**src/fdm_pkg.sv**
```systemverilog
// Package with register map, field positions and timing constants of the flash driver control.
package fdm_pkg;
  localparam logic [7:0] FDM_TORCH_ADDR = 8'ha0;
  localparam logic [7:0] FDM_FLASH_ADDR = 8'hb0;
  localparam logic [7:0] FDM_DUR_ADDR   = 8'hc0;
  localparam logic [7:0] FDM_CFG1_ADDR  = 8'he0;
  localparam logic [7:0] FDM_STAT_ADDR  = 8'hf0;
  localparam logic [7:0] FDM_REG_RST    = 8'h00;
  localparam int FDM_VM_BIT   = 2;
  localparam int FDM_OLS_BIT  = 1;
  localparam int FDM_LLD_BIT  = 0;
  localparam int FDM_CL_LO    = 5;
  localparam int FDM_CL_HI    = 6;
  localparam int FDM_LVL_LSB  = 3;
  localparam int FDM_LVL_MSB  = 6;
  localparam logic [1:0] FDM_EN_FLASH = 2'h3;
  localparam int FDM_RAMP_NS  = 16000;
  localparam int FDM_CLK_NS   = 50;
  localparam int FDM_RAMP_CYC = (FDM_RAMP_NS + FDM_CLK_NS - 1) / FDM_CLK_NS;
  localparam logic [8:0] FDM_RAMP_LAST = 9'(FDM_RAMP_CYC - 1);
  typedef enum logic [1:0] {
    FDM_ILIM_1A0 = 2'b00,
    FDM_ILIM_1A5 = 2'b01,
    FDM_ILIM_2A0 = 2'b10,
    FDM_ILIM_2A5 = 2'b11
  } fdm_ilim_t;
  typedef enum logic [2:0] {
    FDM_CV_OFF   = 3'b000,
    FDM_CV_PASS  = 3'b001,
    FDM_CV_BOOST = 3'b010,
    FDM_CV_PFM   = 3'b011,
    FDM_CV_OVP   = 3'b100,
    FDM_CV_SHORT = 3'b101
  } fdm_conv_t;
endpackage

```
**src/fdm_flash_ctrl.sv**
```systemverilog
// Mode, converter protection and flash ramp control of the flash driver, with an APB register slave.
// How it works
// - Voltage output mode follows either brightness bit 2 or the mode input pin.
// - Level select bit 1 of configuration picks 5V when set, 4.5V when clear.
// - LED sources stay available in voltage output mode, never forced off.
// - Input above target output in voltage mode: stop switching, high-side fully on.
// - Light-load comparator enabled and load light: pulse-frequency operation.
// - Output at 5.6V turns both switches off until it drops below 5.4V.
// - Two select bits at positions 5 and 6 of duration register choose current limit.
// - Reaching the limit stops switching for the rest of the switching cycle.
// - Output below about 2.3V: stop switching, high side acts as 350mA source.
// - Flash level is a four-bit field at bits 6..3 of flash brightness.
// - Flash starts on enable field 1,1 in either brightness register or trigger pin.
// - On flash start both sources step one level per 16us up to the target.
// - Configuration bit 0 set disables light-load comparator; always off outside voltage mode.
// - After pass gave way to switching, switching holds until shutdown and re-enable.
module fdm_flash_ctrl
  import fdm_pkg::*;
(
  input  wire logic        clk_i,
  input  wire logic        rst_b_i,
  input  wire logic        psel_i,
  input  wire logic        penable_i,
  input  wire logic        pwrite_i,
  input  wire logic [7:0]  paddr_i,
  input  wire logic [31:0] pwdata_i,
  output logic             pready_o,
  output logic [31:0]      prdata_o,
  output logic             pslverr_o,
  input  wire logic        voltage_mode_input_i,
  input  wire logic        strobe_i,
  input  wire logic        vin_above_vout_i,
  input  wire logic        light_load_i,
  input  wire logic        ovp_trip_i,
  input  wire logic        ovp_release_i,
  input  wire logic        ilim_reached_i,
  input  wire logic        cycle_start_i,
  input  wire logic        vout_short_i,
  output logic             vm_active_o,
  output logic             output_level_select_o,
  output logic             light_load_en_o,
  output logic             pfm_o,
  output logic             ls_switch_en_o,
  output logic             hs_full_on_o,
  output logic             hs_csrc_o,
  output logic [1:0]       ilim_sel_o,
  output logic             flash_active_o,
  output logic [3:0]       led_level_o,
  output logic             led_source_a_en_o,
  output logic             led_source_b_en_o
);
  logic [7:0] torch_q, flash_q, dur_q, cfg1_q;
  logic       vm_src, flash_req, active, lle;
  logic       ovp_q, blk_q, blk_d, stick_q;
  logic [8:0] tmr_q;
  logic [3:0] target;
  fdm_conv_t  cv_q, cv_d;

  function automatic logic map_hit(input logic [7:0] a);
    map_hit = (a == FDM_TORCH_ADDR) || (a == FDM_FLASH_ADDR) || (a == FDM_DUR_ADDR) ||
              (a == FDM_CFG1_ADDR) || (a == FDM_STAT_ADDR);
  endfunction

  // Flash enable code of one brightness register.
  function automatic logic en_flash(input logic [7:0] r);
    en_flash = (r[1:0] == FDM_EN_FLASH);
  endfunction

  logic acc, wr_done;
  assign acc     = psel_i && penable_i;
  assign wr_done = acc && pready_o && pwrite_i;

  // Answer comes one cycle into the access phase.
  always_ff @(posedge clk_i or negedge rst_b_i) begin
    if (!rst_b_i) begin
      pready_o  <= 1'b0;
      pslverr_o <= 1'b0;
      prdata_o  <= 32'h0000_0000;
    end else begin
      pready_o  <= acc && !pready_o;
      pslverr_o <= acc && !pready_o && !map_hit(paddr_i);
      prdata_o  <= 32'h0000_0000;
      if (acc && !pready_o && !pwrite_i) begin
        case (paddr_i)
          FDM_TORCH_ADDR: prdata_o <= {24'h00_0000, torch_q};
          FDM_FLASH_ADDR: prdata_o <= {24'h00_0000, flash_q};
          FDM_DUR_ADDR:   prdata_o <= {24'h00_0000, dur_q};
          FDM_CFG1_ADDR:  prdata_o <= {24'h00_0000, cfg1_q};
          FDM_STAT_ADDR:  prdata_o <= {24'h00_0000, stick_q, ovp_q, flash_active_o, led_level_o, cv_q == FDM_CV_PASS};
          default:        prdata_o <= 32'h0000_0000;
        endcase
      end
    end
  end

  // A write lands at the edge that completes the access phase.
  always_ff @(posedge clk_i or negedge rst_b_i) begin
    if (!rst_b_i) begin
      torch_q <= FDM_REG_RST;
      flash_q <= FDM_REG_RST;
      dur_q   <= FDM_REG_RST;
      cfg1_q  <= FDM_REG_RST;
    end else if (wr_done) begin
      case (paddr_i)
        FDM_TORCH_ADDR: torch_q <= pwdata_i[7:0];
        FDM_FLASH_ADDR: flash_q <= pwdata_i[7:0];
        FDM_DUR_ADDR:   dur_q   <= pwdata_i[7:0];
        FDM_CFG1_ADDR:  cfg1_q  <= pwdata_i[7:0];
        default:        ;
      endcase
    end
  end

  assign vm_src    = torch_q[FDM_VM_BIT] || flash_q[FDM_VM_BIT] || voltage_mode_input_i;
  assign flash_req = en_flash(torch_q) || en_flash(flash_q) || strobe_i;
  assign active    = vm_src || flash_req;
  assign lle       = vm_src && !cfg1_q[FDM_LLD_BIT];
  assign target    = flash_q[FDM_LVL_MSB:FDM_LVL_LSB];

  // Over-voltage latch with hysteresis; a new trip wins over release.
  always_ff @(posedge clk_i or negedge rst_b_i) begin
    if (!rst_b_i) begin
      ovp_q <= 1'b0;
    end else if (ovp_trip_i) begin
      ovp_q <= 1'b1;
    end else if (ovp_release_i) begin
      ovp_q <= 1'b0;
    end
  end

  // Current limit blanks switching until the next cycle starts.
  assign blk_d = ilim_reached_i || (blk_q && !cycle_start_i);
  always_ff @(posedge clk_i or negedge rst_b_i) begin
    if (!rst_b_i) begin
      blk_q <= 1'b0;
    end else begin
      blk_q <= blk_d;
    end
  end

  // One-time decision from pass to switching, held until the block goes idle.
  always_ff @(posedge clk_i or negedge rst_b_i) begin
    if (!rst_b_i) begin
      stick_q <= 1'b0;
    end else if (!active) begin
      stick_q <= 1'b0;
    end else if (cv_q == FDM_CV_PASS && !vin_above_vout_i) begin
      stick_q <= 1'b1;
    end
  end

  // Converter state priority: off, short, over-voltage, pass, light load, boost.
  always_comb begin
    if (!active) begin
      cv_d = FDM_CV_OFF;
    end else if (vout_short_i) begin
      cv_d = FDM_CV_SHORT;
    end else if (ovp_trip_i || (ovp_q && !ovp_release_i)) begin
      cv_d = FDM_CV_OVP;
    end else if (vin_above_vout_i && !stick_q && !(cv_q == FDM_CV_PASS && !vin_above_vout_i)) begin
      cv_d = FDM_CV_PASS;
    end else if (lle && light_load_i) begin
      cv_d = FDM_CV_PFM;
    end else begin
      cv_d = FDM_CV_BOOST;
    end
  end

  always_ff @(posedge clk_i or negedge rst_b_i) begin
    if (!rst_b_i) begin
      cv_q           <= FDM_CV_OFF;
      ls_switch_en_o <= 1'b0;
      hs_full_on_o   <= 1'b0;
      hs_csrc_o      <= 1'b0;
      pfm_o          <= 1'b0;
    end else begin
      cv_q           <= cv_d;
      ls_switch_en_o <= 1'b0;
      hs_full_on_o   <= 1'b0;
      hs_csrc_o      <= 1'b0;
      pfm_o          <= 1'b0;
      case (cv_d)
        FDM_CV_PASS:  hs_full_on_o <= 1'b1;
        FDM_CV_BOOST: ls_switch_en_o <= !blk_d;
        FDM_CV_PFM: begin
          ls_switch_en_o <= !blk_d;
          pfm_o          <= 1'b1;
        end
        FDM_CV_SHORT: hs_csrc_o <= 1'b1;
        FDM_CV_OVP:   ;
        FDM_CV_OFF:   ;
        default:      ;
      endcase
    end
  end

  // Mode and select outputs are registered copies of their sources.
  always_ff @(posedge clk_i or negedge rst_b_i) begin
    if (!rst_b_i) begin
      vm_active_o           <= 1'b0;
      output_level_select_o <= 1'b0;
      light_load_en_o       <= 1'b0;
      ilim_sel_o            <= FDM_ILIM_1A0;
    end else begin
      vm_active_o           <= vm_src;
      output_level_select_o <= cfg1_q[FDM_OLS_BIT];
      light_load_en_o       <= lle;
      ilim_sel_o            <= {dur_q[FDM_CL_HI], dur_q[FDM_CL_LO]};
    end
  end

  // Flash ramp: level 0 at start, one step per ramp interval up to the target.
  always_ff @(posedge clk_i or negedge rst_b_i) begin
    if (!rst_b_i) begin
      flash_active_o    <= 1'b0;
      led_level_o       <= 4'h0;
      tmr_q             <= 9'h000;
      led_source_a_en_o <= 1'b0;
      led_source_b_en_o <= 1'b0;
    end else begin
      flash_active_o    <= flash_req;
      led_source_a_en_o <= flash_req;
      led_source_b_en_o <= flash_req;
      if (!flash_req || !flash_active_o) begin
        led_level_o <= 4'h0;
        tmr_q       <= 9'h000;
      end else if (led_level_o > target) begin
        led_level_o <= target;
        tmr_q       <= 9'h000;
      end else if (led_level_o == target) begin
        tmr_q <= 9'h000;
      end else if (tmr_q == FDM_RAMP_LAST) begin
        led_level_o <= led_level_o + 4'h1;
        tmr_q       <= 9'h000;
      end else begin
        tmr_q <= tmr_q + 9'h001;
      end
    end
  end
endmodule

```
**config.mk**
```make
export PLATFORM = sky130hd
export DESIGN_NAME = fdm_flash_ctrl
export DESIGN_NICKNAME = d
export VERILOG_FILES = /design/src/fdm_pkg.sv /design/src/fdm_flash_ctrl.sv
export SDC_FILE = /design/constraint.sdc
export NUM_CORES = 1
export LEC_CHECK = 0
export BUFFER_PORTS_ARGS = -buffer_cell sky130_fd_sc_hd__buf_2
export CAP_MARGIN = 30
export CORE_ASPECT_RATIO = 1.25
export CORE_MARGIN = 2
export CORE_UTILIZATION = 56
export CTS_CLUSTER_SIZE = 16
export DETAILED_ROUTE_END_ITERATION = 7
export GPL_ROUTABILITY_DRIVEN = 0
export PLACE_DENSITY_LB_ADDON = 0.08
export SYNTH_ARGS = -nofsm -noshare
export SYNTH_HDL_FRONTEND = slang
export SYNTH_SLANG_ARGS = --single-unit
```
**constraint.sdc**
```tcl
create_clock -name clk_i -period 4.1 [get_ports clk_i]
set_input_delay 0.82 -clock clk_i [delete_from_list [all_inputs] [get_ports clk_i]]
set_output_delay 0.82 -clock clk_i [all_outputs]
set_load 0.03 [all_outputs]
```
==> results of run 1 <==
-- worst register-to-register path: cells and delay by family (launching register included) --
family,cells,cell delay (ns)
AOI/OAI and AO/OA,3,0.65
adders and majority gates,1,0.33
DFF,1,0.46
and+or+nand+nor,2,0.50
-- worst min path at each step --
| stage | start | to | slack [ns] | cells after the start |
|---|---|---|---|---|
| 6_report | rst_b_i | ls_switch_en_o | 0.41 | 1 |
| 5_1_grt | cfg1_q[1] | output_level_select_o | 0.43 | 0 |
| 4_1_cts | rst_b_i | prdata_o[0] | 0.41 | 1 |
| 3_5_place_dp | cfg1_q[1] | output_level_select_o | 0.40 | 0 |
| 3_3_place_gp | cfg1_q[1] | output_level_select_o | 0.38 | 0 |
| 2_1_floorplan | cfg1_q[1] | output_level_select_o | 0.36 | 0 |
-- synth_stat cells (4+ instances only) --
library cell	count
sky130_fd_sc_hd__dfrtp_1	71
sky130_fd_sc_hd__mux2_2	38
sky130_fd_sc_hd__buf_4	26
sky130_fd_sc_hd__nor2_1	25
sky130_fd_sc_hd__a21oi_1	13
sky130_fd_sc_hd__nand2_1	11
sky130_fd_sc_hd__inv_1	9
sky130_fd_sc_hd__mux2i_1	8
sky130_fd_sc_hd__a22oi_1	7
sky130_fd_sc_hd__o22a_2	7
sky130_fd_sc_hd__ha_1	6
sky130_fd_sc_hd__nor2b_1	6
sky130_fd_sc_hd__nand3_1	5
sky130_fd_sc_hd__clkbuf_8	4
sky130_fd_sc_hd__xor2_1	4
-- where the power goes --
part           switching (mW)  internal [mW]  total, mW
combinational          0.0862         0.0298      0.116
clock                   0.248          0.266      0.514
sequential            0.00528          0.710      0.715
-- state kept, by name (all words and copies together) (netlist names), 2 cells and up --
signal and cells:
torch_q 8, tmr_q 9, cv_q 3, dur_q 8, flash_q 8, led_level_o 4
prdata_o 8, ilim_sel_o 2, cfg1_q 8
-- area by class of cell --
class | count | share of cell area
Timing Repair Buffer | 56 | 0.07297
Tap cell | 85 | 0.02745
Inverter | 9 | 0.008718
Clock buffer | 13 | 0.04359
Sequential cell | 71 | 0.4585
Multi-Input combinational cell | 201 | 0.3849
Clock inverter | 2 | 0.003875
-- per-stage QoR --
step | hold slack [ns] | instance area (sq um)
after floorplan | 0.3636 | 3577
after global placement | 0.3803 | 3691
after global routing | 0.4261 | 3875
final | 0.4068 | 3875
after detailed placement | 0.4009 | 3691
after CTS | 0.4094 | 3875
-- routing by layer --
layer / up-vias / part of all wire
met2: 46 / 0.49
met3: 10 / 0.042
met4: 0 / 0.018
met1: 1089 / 0.45
li1: 1094 / -
met5: - / 0
-- cell families (layout without fill, tap and decap cells) --
logic type      after synthesis  count (layout)
simple gates                 77              77
other cells                   1              24
flops                        71              71
fa+ha+maj                     6               6
buf+inv                      43              80
compound gates               41              41
xor+xnor                      5               5
mux                          48              48
==> Implementation_results.wiki, run 1 <==
{| class="wikitable"
! Metric !! Value
|-
| Count of buffers from port buffering || 55
|-
| Peak clock frequency supported by timing || 466.3 MHz
|-
| Number of antenna violations at the first check in global routing || 0
|-
| Total Wirelength || 6.450 mm
|-
| Share of layout cells above drive strength 1 || 0.3636
|-
| Placeable core region || 6086 sq um
|-
| Wire length of the first global-routing pass || 10.95 mm
|-
| Number of buffers created by CTS || 9
|-
| Grt ovf || 0
|-
| Mean routed wirelength per cell || 14.76 um
|-
| Startpoint of the most critical register-to-register path || led_level_o[1]
|-
| Iteration count of the initial detailed-routing pass || 4
|-
| Vert. Die Dim || 92.28 um
|-
| CTS tree || built
|-
| Total track usage || 0.2152
|-
| Final Non-Filler Cells || 437
|-
| Gate Count Post-Synth || 292
|-
| Initial DRC count || 124
|-
| Number of enable flip-flop cells after synthesis || 0
|-
| Maximum vdd drop || 0.1949 mV
|-
| Number of global-route vias before repair || 2315
|-
| Maximum count of clock buffers along a single path || 2
|-
| Met1 layer usage reported by global route || 0.2785
|-
| Worst min-delay path class || in -> async
|-
| Fin crit period || 2.145 ns
|-
| Antenna violation net count after detailed routing || 0
|-
| Library cell occupying the most area in the post-synthesis netlist || sky130_fd_sc_hd__dfrtp_1
|-
| Sum of internal, switching and leakage power || 1.345 mW
|-
| Maximum number of pins on one net before global-route repair || 52
|-
| DRC viols || 0
|-
| Site Rows || 32
|-
| Number of sinks driven by the clock tree || 71
|-
| GR Layer Usage met3 || 0.06044
|-
| Initial Util || 0.5736
|-
| Fraction of the cycle the final worst path needs || 0.5231
|-
| Category of the most critical setup path || in -> reg
|-
| Leakage component of the power || 1.967 nW
|-
| Flop2flop setup slack || 2.05 ns
|-
| Delay of the slowest critical-path stage || 0.49 ns
|-
| Slew margin rel. || 0.5755
|-
| Cells along the critical path || buf_2 -> and2b_2 -> nor3b_4 -> mux2_2
|-
| PwrDens || 347.1 nW/um^2
|-
| Area of the multi-input gates || 1491 sq um
|-
| Result of the run || complete, no violations
|-
| I/O pin total || 104
|-
| Final core utilization || 0.6367
|-
| Seq. cell area || 1777 sq um
|-
| Fill cell total of the finished layout || 509
|-
| Adder-cell share of the synthesized area || 0.02151
|-
| Layout net count || 408
|-
| Crit-path max FO || 18
|-
| Register area share after synthesis || 0.5090
|-
| Least-Margin Pin Slew || 0.6354 ns
|-
| Pins Over Slew Limit || 0
|-
| Ant. Diodes || 0
|-
| Count of state elements after synthesis || 71
|-
| Worst setup path start || paddr_i[6]
|-
| Buffer cell driving the clock tree root || sky130_fd_sc_hd__clkbuf_8
|-
| Final hold violations || 0
|-
| Top Family by Delay on Critical Path || simple AND/OR/NAND/NOR gates
|-
| Setup crit end || dur_q[6]
|-
| Destination of the worst register-to-register timing path || led_level_o[1]
|-
| Yosys cell types || 51
|-
| Worst slack after detailed placement || 1.565 ns
|-
| XOR/XNOR Fraction of Synth Area || 0.01254
|-
| Max-capacitance violation count || 0
|-
| Primary flip-flop cell chosen by synthesis mapping || sky130_fd_sc_hd__dfrtp_1
|-
| Leading cell type in the layout, fill and taps excluded || sky130_fd_sc_hd__dfrtp_1
|-
| Die X-Extent || 74.62 um
|-
| Clk slew on worst S/H paths || 0.07 ns
|-
| Via Count || 2239
|-
| Post-CTS setup buffers || 0
|-
| Count of buffer and inverter cells on the critical path || 1
|-
| Number of H-tree levels || 3
|-
| Cell with the largest stage delay on the worst path || sky130_fd_sc_hd__nor3b_4
|-
| Simple-gate share of the synthesized area || 0.1283
|-
| Die outline area || 6886 sq um
|-
| Share of synthesized flip-flops with an asynchronous set or reset || 1.000
|-
| Post-cts repair resize count || 0
|-
| Commonest cells after routing, fill and taps aside || 71 x sky130_fd_sc_hd__dfrtp_1, 55 x sky130_fd_sc_hd__buf_2, 38 x sky130_fd_sc_hd__mux2_2
|-
| Hold buffer count at CTS || 0
|-
| Worst Path Required || 4.33 ns
|-
| Half-perimeter wire length of the detailed placement result || 4.649 mm
|-
| Startpoint type of the worst setup path || input port
|-
| Via density per instance || 5.124
|-
| Layout overhead on the synthesized area || 11.00%
|-
| Clk_skew || 0.009178 ns
|-
| RSZ-0062 raised after global routing || no
|-
| Dominant cells by area after synthesis || sky130_fd_sc_hd__dfrtp_1 51%, sky130_fd_sc_hd__mux2_2 12%, sky130_fd_sc_hd__buf_4 5.6%
|-
| Area fraction of the dominant cell type after synthesis || 0.5090
|-
| Length in cells of the worst reg-to-reg path || 6
|-
| Depth of the critical timing path with buffers and inverters included || 4
|-
| Skew-Pair Late Insertion Delay || 0.35 ns
|-
| Synth warnings || 0
|-
| Aggregate negative setup slack || 0 ns
|-
| DP Cell Count || 422
|-
| Global-route layer with the greatest usage || met2
|-
| Combinational family with the most area after synthesis || multiplexers
|-
| Crit end category || flop
|-
| Final worst-path setup slack || 1.955 ns
|-
| Met2 Track Usage GR || 0.3378
|-
| Mean area per synthesized cell || 11.95 sq um
|-
| Final setup fails || 0
|-
| Mapped Area || 3491 sq um
|-
| Compound-gate portion of the synthesized area || 0.08387
|-
| Share of cell area taken by muxes after synthesis || 0.1552
|-
| Signal arrival time at the worst endpoint || 2.38 ns
|}
No activity file was read; power rests on OpenSTA's default activity.
==> run 2, diff against run 1 <==
Settings changed: CORE_UTILIZATION 56 to 47.
Clock period 4.1 ns to 1.81 ns, I/O delays scaled along.
==> run 2 against run 1 <==
Against the previous run: wire length up 13%; via count increased by 8.2%; setup slack worse by 1.9 ns; hold slack worse by 0.38 ns; register-to-register slack got worse by 2.0 ns; clock power increased to 2.8 times the previous value; clock skew about the same; sequential share of layout area fell by 3.3 points; core utilization decreased by 6.2 points; count of clock-buffer cells in the layout fell by 2; cell count rose by 7.6%; largest power group unchanged; highest routed layer unchanged.
==> Implementation_results.wiki, run 2 (synthesis results as in run 1) <==
{| class="wikitable"
! Metric !! Value
|-
| Crit end category || flop
|-
| Aggregate negative setup slack || 0 ns (unchanged)
|-
| Signal arrival time at the worst endpoint || 1.95 ns (-0.43 ns)
|-
| Delay of the slowest critical-path stage || 0.39 ns (-0.10 ns)
|-
| Skew-Pair Late Insertion Delay || 0.35 ns (about the same)
|-
| Fin crit period || 1.731 ns
|-
| Max-capacitance violation count || 0 (unchanged)
|-
| Post-cts repair resize count || 0 (unchanged)
|-
| Number of buffers created by CTS || 9 (unchanged)
|-
| RSZ-0062 raised after global routing || no
|-
| Number of sinks driven by the clock tree || 71 (unchanged)
|-
| Via Count || 2422 (+8.2%)
|-
| Layout net count || 434 (+6.4%)
|-
| Die outline area || 8137 sq um (+18%)
|-
| Post-CTS setup buffers || 0 (unchanged)
|-
| Count of buffers from port buffering || 55 (unchanged)
|-
| Die X-Extent || 81.09 um (+8.7%)
|-
| Share of layout cells above drive strength 1 || 0.4312 (+0.06758)
|-
| Worst slack after detailed placement || -0.04397 ns (-1.609 ns)
|-
| Startpoint of the most critical register-to-register path || flash_q[4]
|-
| Commonest cells after routing, fill and taps aside || 70 x sky130_fd_sc_hd__dfrtp_1, 55 x sky130_fd_sc_hd__buf_2, 38 x sky130_fd_sc_hd__mux2_2
|-
| Total Wirelength || 7.295 mm (+13%)
|-
| Grt ovf || 0 (unchanged)
|-
| Initial DRC count || 135 (+8.9%)
|-
| Post-place instance area || 3941 sq um (+6.8%)
|-
| Antenna violation net count after detailed routing || 0 (unchanged)
|-
| Fill cell total of the finished layout || 648 (+27%)
|-
| Worst Path Required || 2.03 ns (-2.30 ns)
|-
| Total track usage || 0.1956 (-0.01954)
|-
| Final setup fails || 0 (unchanged)
|-
| Maximum vdd drop || 0.4731 mV (+140%)
|-
| Design area || 4182 sq um (+7.9%)
|-
| Peak clock frequency supported by timing || 577.6 MHz
|-
| Flop2flop setup slack || 0.08 ns (-1.97 ns)
|-
| Via density per instance || 5.153 (+0.58%)
|-
| Length in cells of the worst reg-to-reg path || 8 (+2)
|-
| Largest Register || tmr_q
|-
| Mean routed wirelength per cell || 15.52 um (+5.2%)
|-
| Maximum number of pins on one net before global-route repair || 72 (+38%)
|-
| Clk_skew || 0.009313 ns (+0.0001343 ns)
|-
| Cells along the critical path || inv_2 -> ha_4 -> nor2b_1 -> o211ai_1 -> and2_4 -> buf_12 -> a21oi_2 -> o221a_2
|-
| Number of H-tree levels || 3 (unchanged)
|-
| Vert. Die Dim || 100.4 um (+8.8%)
|-
| Final worst-path setup slack || 0.07883 ns (-1.877 ns)
|-
| Layout overhead on the synthesized area || 19.78%
|-
| Crit-path max FO || 10 (-8)
|-
| Ant. Diodes || 0 (unchanged)
|-
| Buffer cell driving the clock tree root || sky130_fd_sc_hd__clkbuf_8
|-
| PwrDens || 804.5 nW/um^2 (+130%)
|-
| Leakage component of the power || 2.130 nW (+8.3%)
|-
| Cell with the largest stage delay on the worst path || sky130_fd_sc_hd__dfrtp_1
|-
| Number of global-route vias before repair || 2317 (+0.086%)
|-
| Category of the most critical setup path || reg -> reg
|-
| Number of antenna violations at the first check in global routing || 0 (unchanged)
|-
| Worst hold slack after final layout || 0.02593 ns (-0.3809 ns)
|-
| Site Rows || 35 (+9.4%)
|-
| Count of buffer and inverter cells on the critical path || 2 (+1)
|-
| DP Cell Count || 455 (+7.8%)
|-
| I/O pin total || 104 (unchanged)
|-
| Result of the run || complete, no violations
|-
| DRC viols || 0 (unchanged)
|-
| Hold buffer count at CTS || 0 (unchanged)
|-
| Leading cell type in the layout, fill and taps excluded || sky130_fd_sc_hd__dfrtp_1
|-
| Max reg flops || 9 (unchanged)
|-
| Top Family by Delay on Critical Path || compound AO/OA/AOI/OAI gates
|-
| Iteration count of the initial detailed-routing pass || 6 (+2)
|-
| Clk slew on worst S/H paths || 0.07 ns (about the same)
|-
| Placeable core region || 7269 sq um (+19%)
|-
| Worst min-delay path class || in -> async
|-
| Final Non-Filler Cells || 470 (+7.6%)
|-
| CTS tree || built
|-
| Final hold violations || 0 (unchanged)
|-
| Startpoint type of the worst setup path || flop
|-
| Half-perimeter wire length of the detailed placement result || 5.227 mm (+12%)
|-
| Destination of the worst register-to-register timing path || led_level_o[1]
|-
| Wire length of the first global-routing pass || 11.79 mm (+7.7%)
|-
| Maximum count of clock buffers along a single path || 2 (unchanged)
|-
| Pins Over Slew Limit || 0 (unchanged)
|-
| Fraction of the cycle the final worst path needs || 0.9564
|-
| Initial Util || 0.4802 (-0.09340)
|}
run 2: changes by cell type in the layout (fill, tap and decap cells not counted), moves of 2 or more:
cell / previous run / this run
sky130_fd_sc_hd__a21oi_1: 13 / 10
sky130_fd_sc_hd__a21oi_2: 0 / 3
sky130_fd_sc_hd__buf_12: 0 / 2
sky130_fd_sc_hd__buf_4: 1 / 25
sky130_fd_sc_hd__bufinv_16: 0 / 2
sky130_fd_sc_hd__clkinvlp_4: 2 / 0
run 2: layout make-up:
type	instances	area, sq um	share of cell area
tap	92	115.1	0.02753
clock inverter	4	77.57	0.01855
timing repair buffer	82	503.0	0.1203
clock buffer	11	151.4	0.03621
multi-input combinational	201	1523	0.3642
inverter	9	33.78	0.008079
sequential	71	1778	0.4252
run 2: per-layer routing:
layer | vias up | global-route usage | part of all wire
li1 | 1150 | - | -
met1 | 1199 | 0.2575 | 0.45
met2 | 57 | 0.3077 | 0.49
met3 | 16 | 0.03327 | 0.036
met4 | 0 | 0.1030 | 0.024
met5 | - | 0 | 0
run 2: report_power, final:
part	internal (mW)	switching, mW
clock network	0.851	0.606
registers	1.61	0.0126
logic	0.0855	0.202
run 2: how the worst max path moves through the flow:
stage	startpoint	end	slack (ns)	cells past startpoint
after CTS	flash_q[4]	led_level_o[1]	0.02	8
after floorplan	led_level_o[1]	led_level_o[1]	-0.001	7
after detailed placement	paddr_i[1]	torch_q[2]	-0.04	7
after global routing	flash_q[4]	led_level_o[1]	0.009	8
after global placement	paddr_i[1]	torch_q[7]	-0.02	7
final	flash_q[4]	led_level_o[1]	0.08	8
run 2: worst reg2reg max path: stages, from the launching register on:
cell and delay (ns):
sky130_fd_sc_hd__dfrtp_1 0.39, sky130_fd_sc_hd__inv_2 0.07, sky130_fd_sc_hd__ha_4 0.19, sky130_fd_sc_hd__nor2b_1 0.12
sky130_fd_sc_hd__o211ai_1 0.20, sky130_fd_sc_hd__and2_4 0.19, sky130_fd_sc_hd__buf_12 0.12, sky130_fd_sc_hd__a21oi_2 0.05
sky130_fd_sc_hd__o221a_2 0.28
run 2: through the flow:
stage,power (mW),util
after floorplan,1.867,-
after global placement,1.939,0.5422
after detailed placement,1.941,0.5422
after CTS,3.398,0.5737
after global routing,3.503,0.5752
final,3.364,0.5752
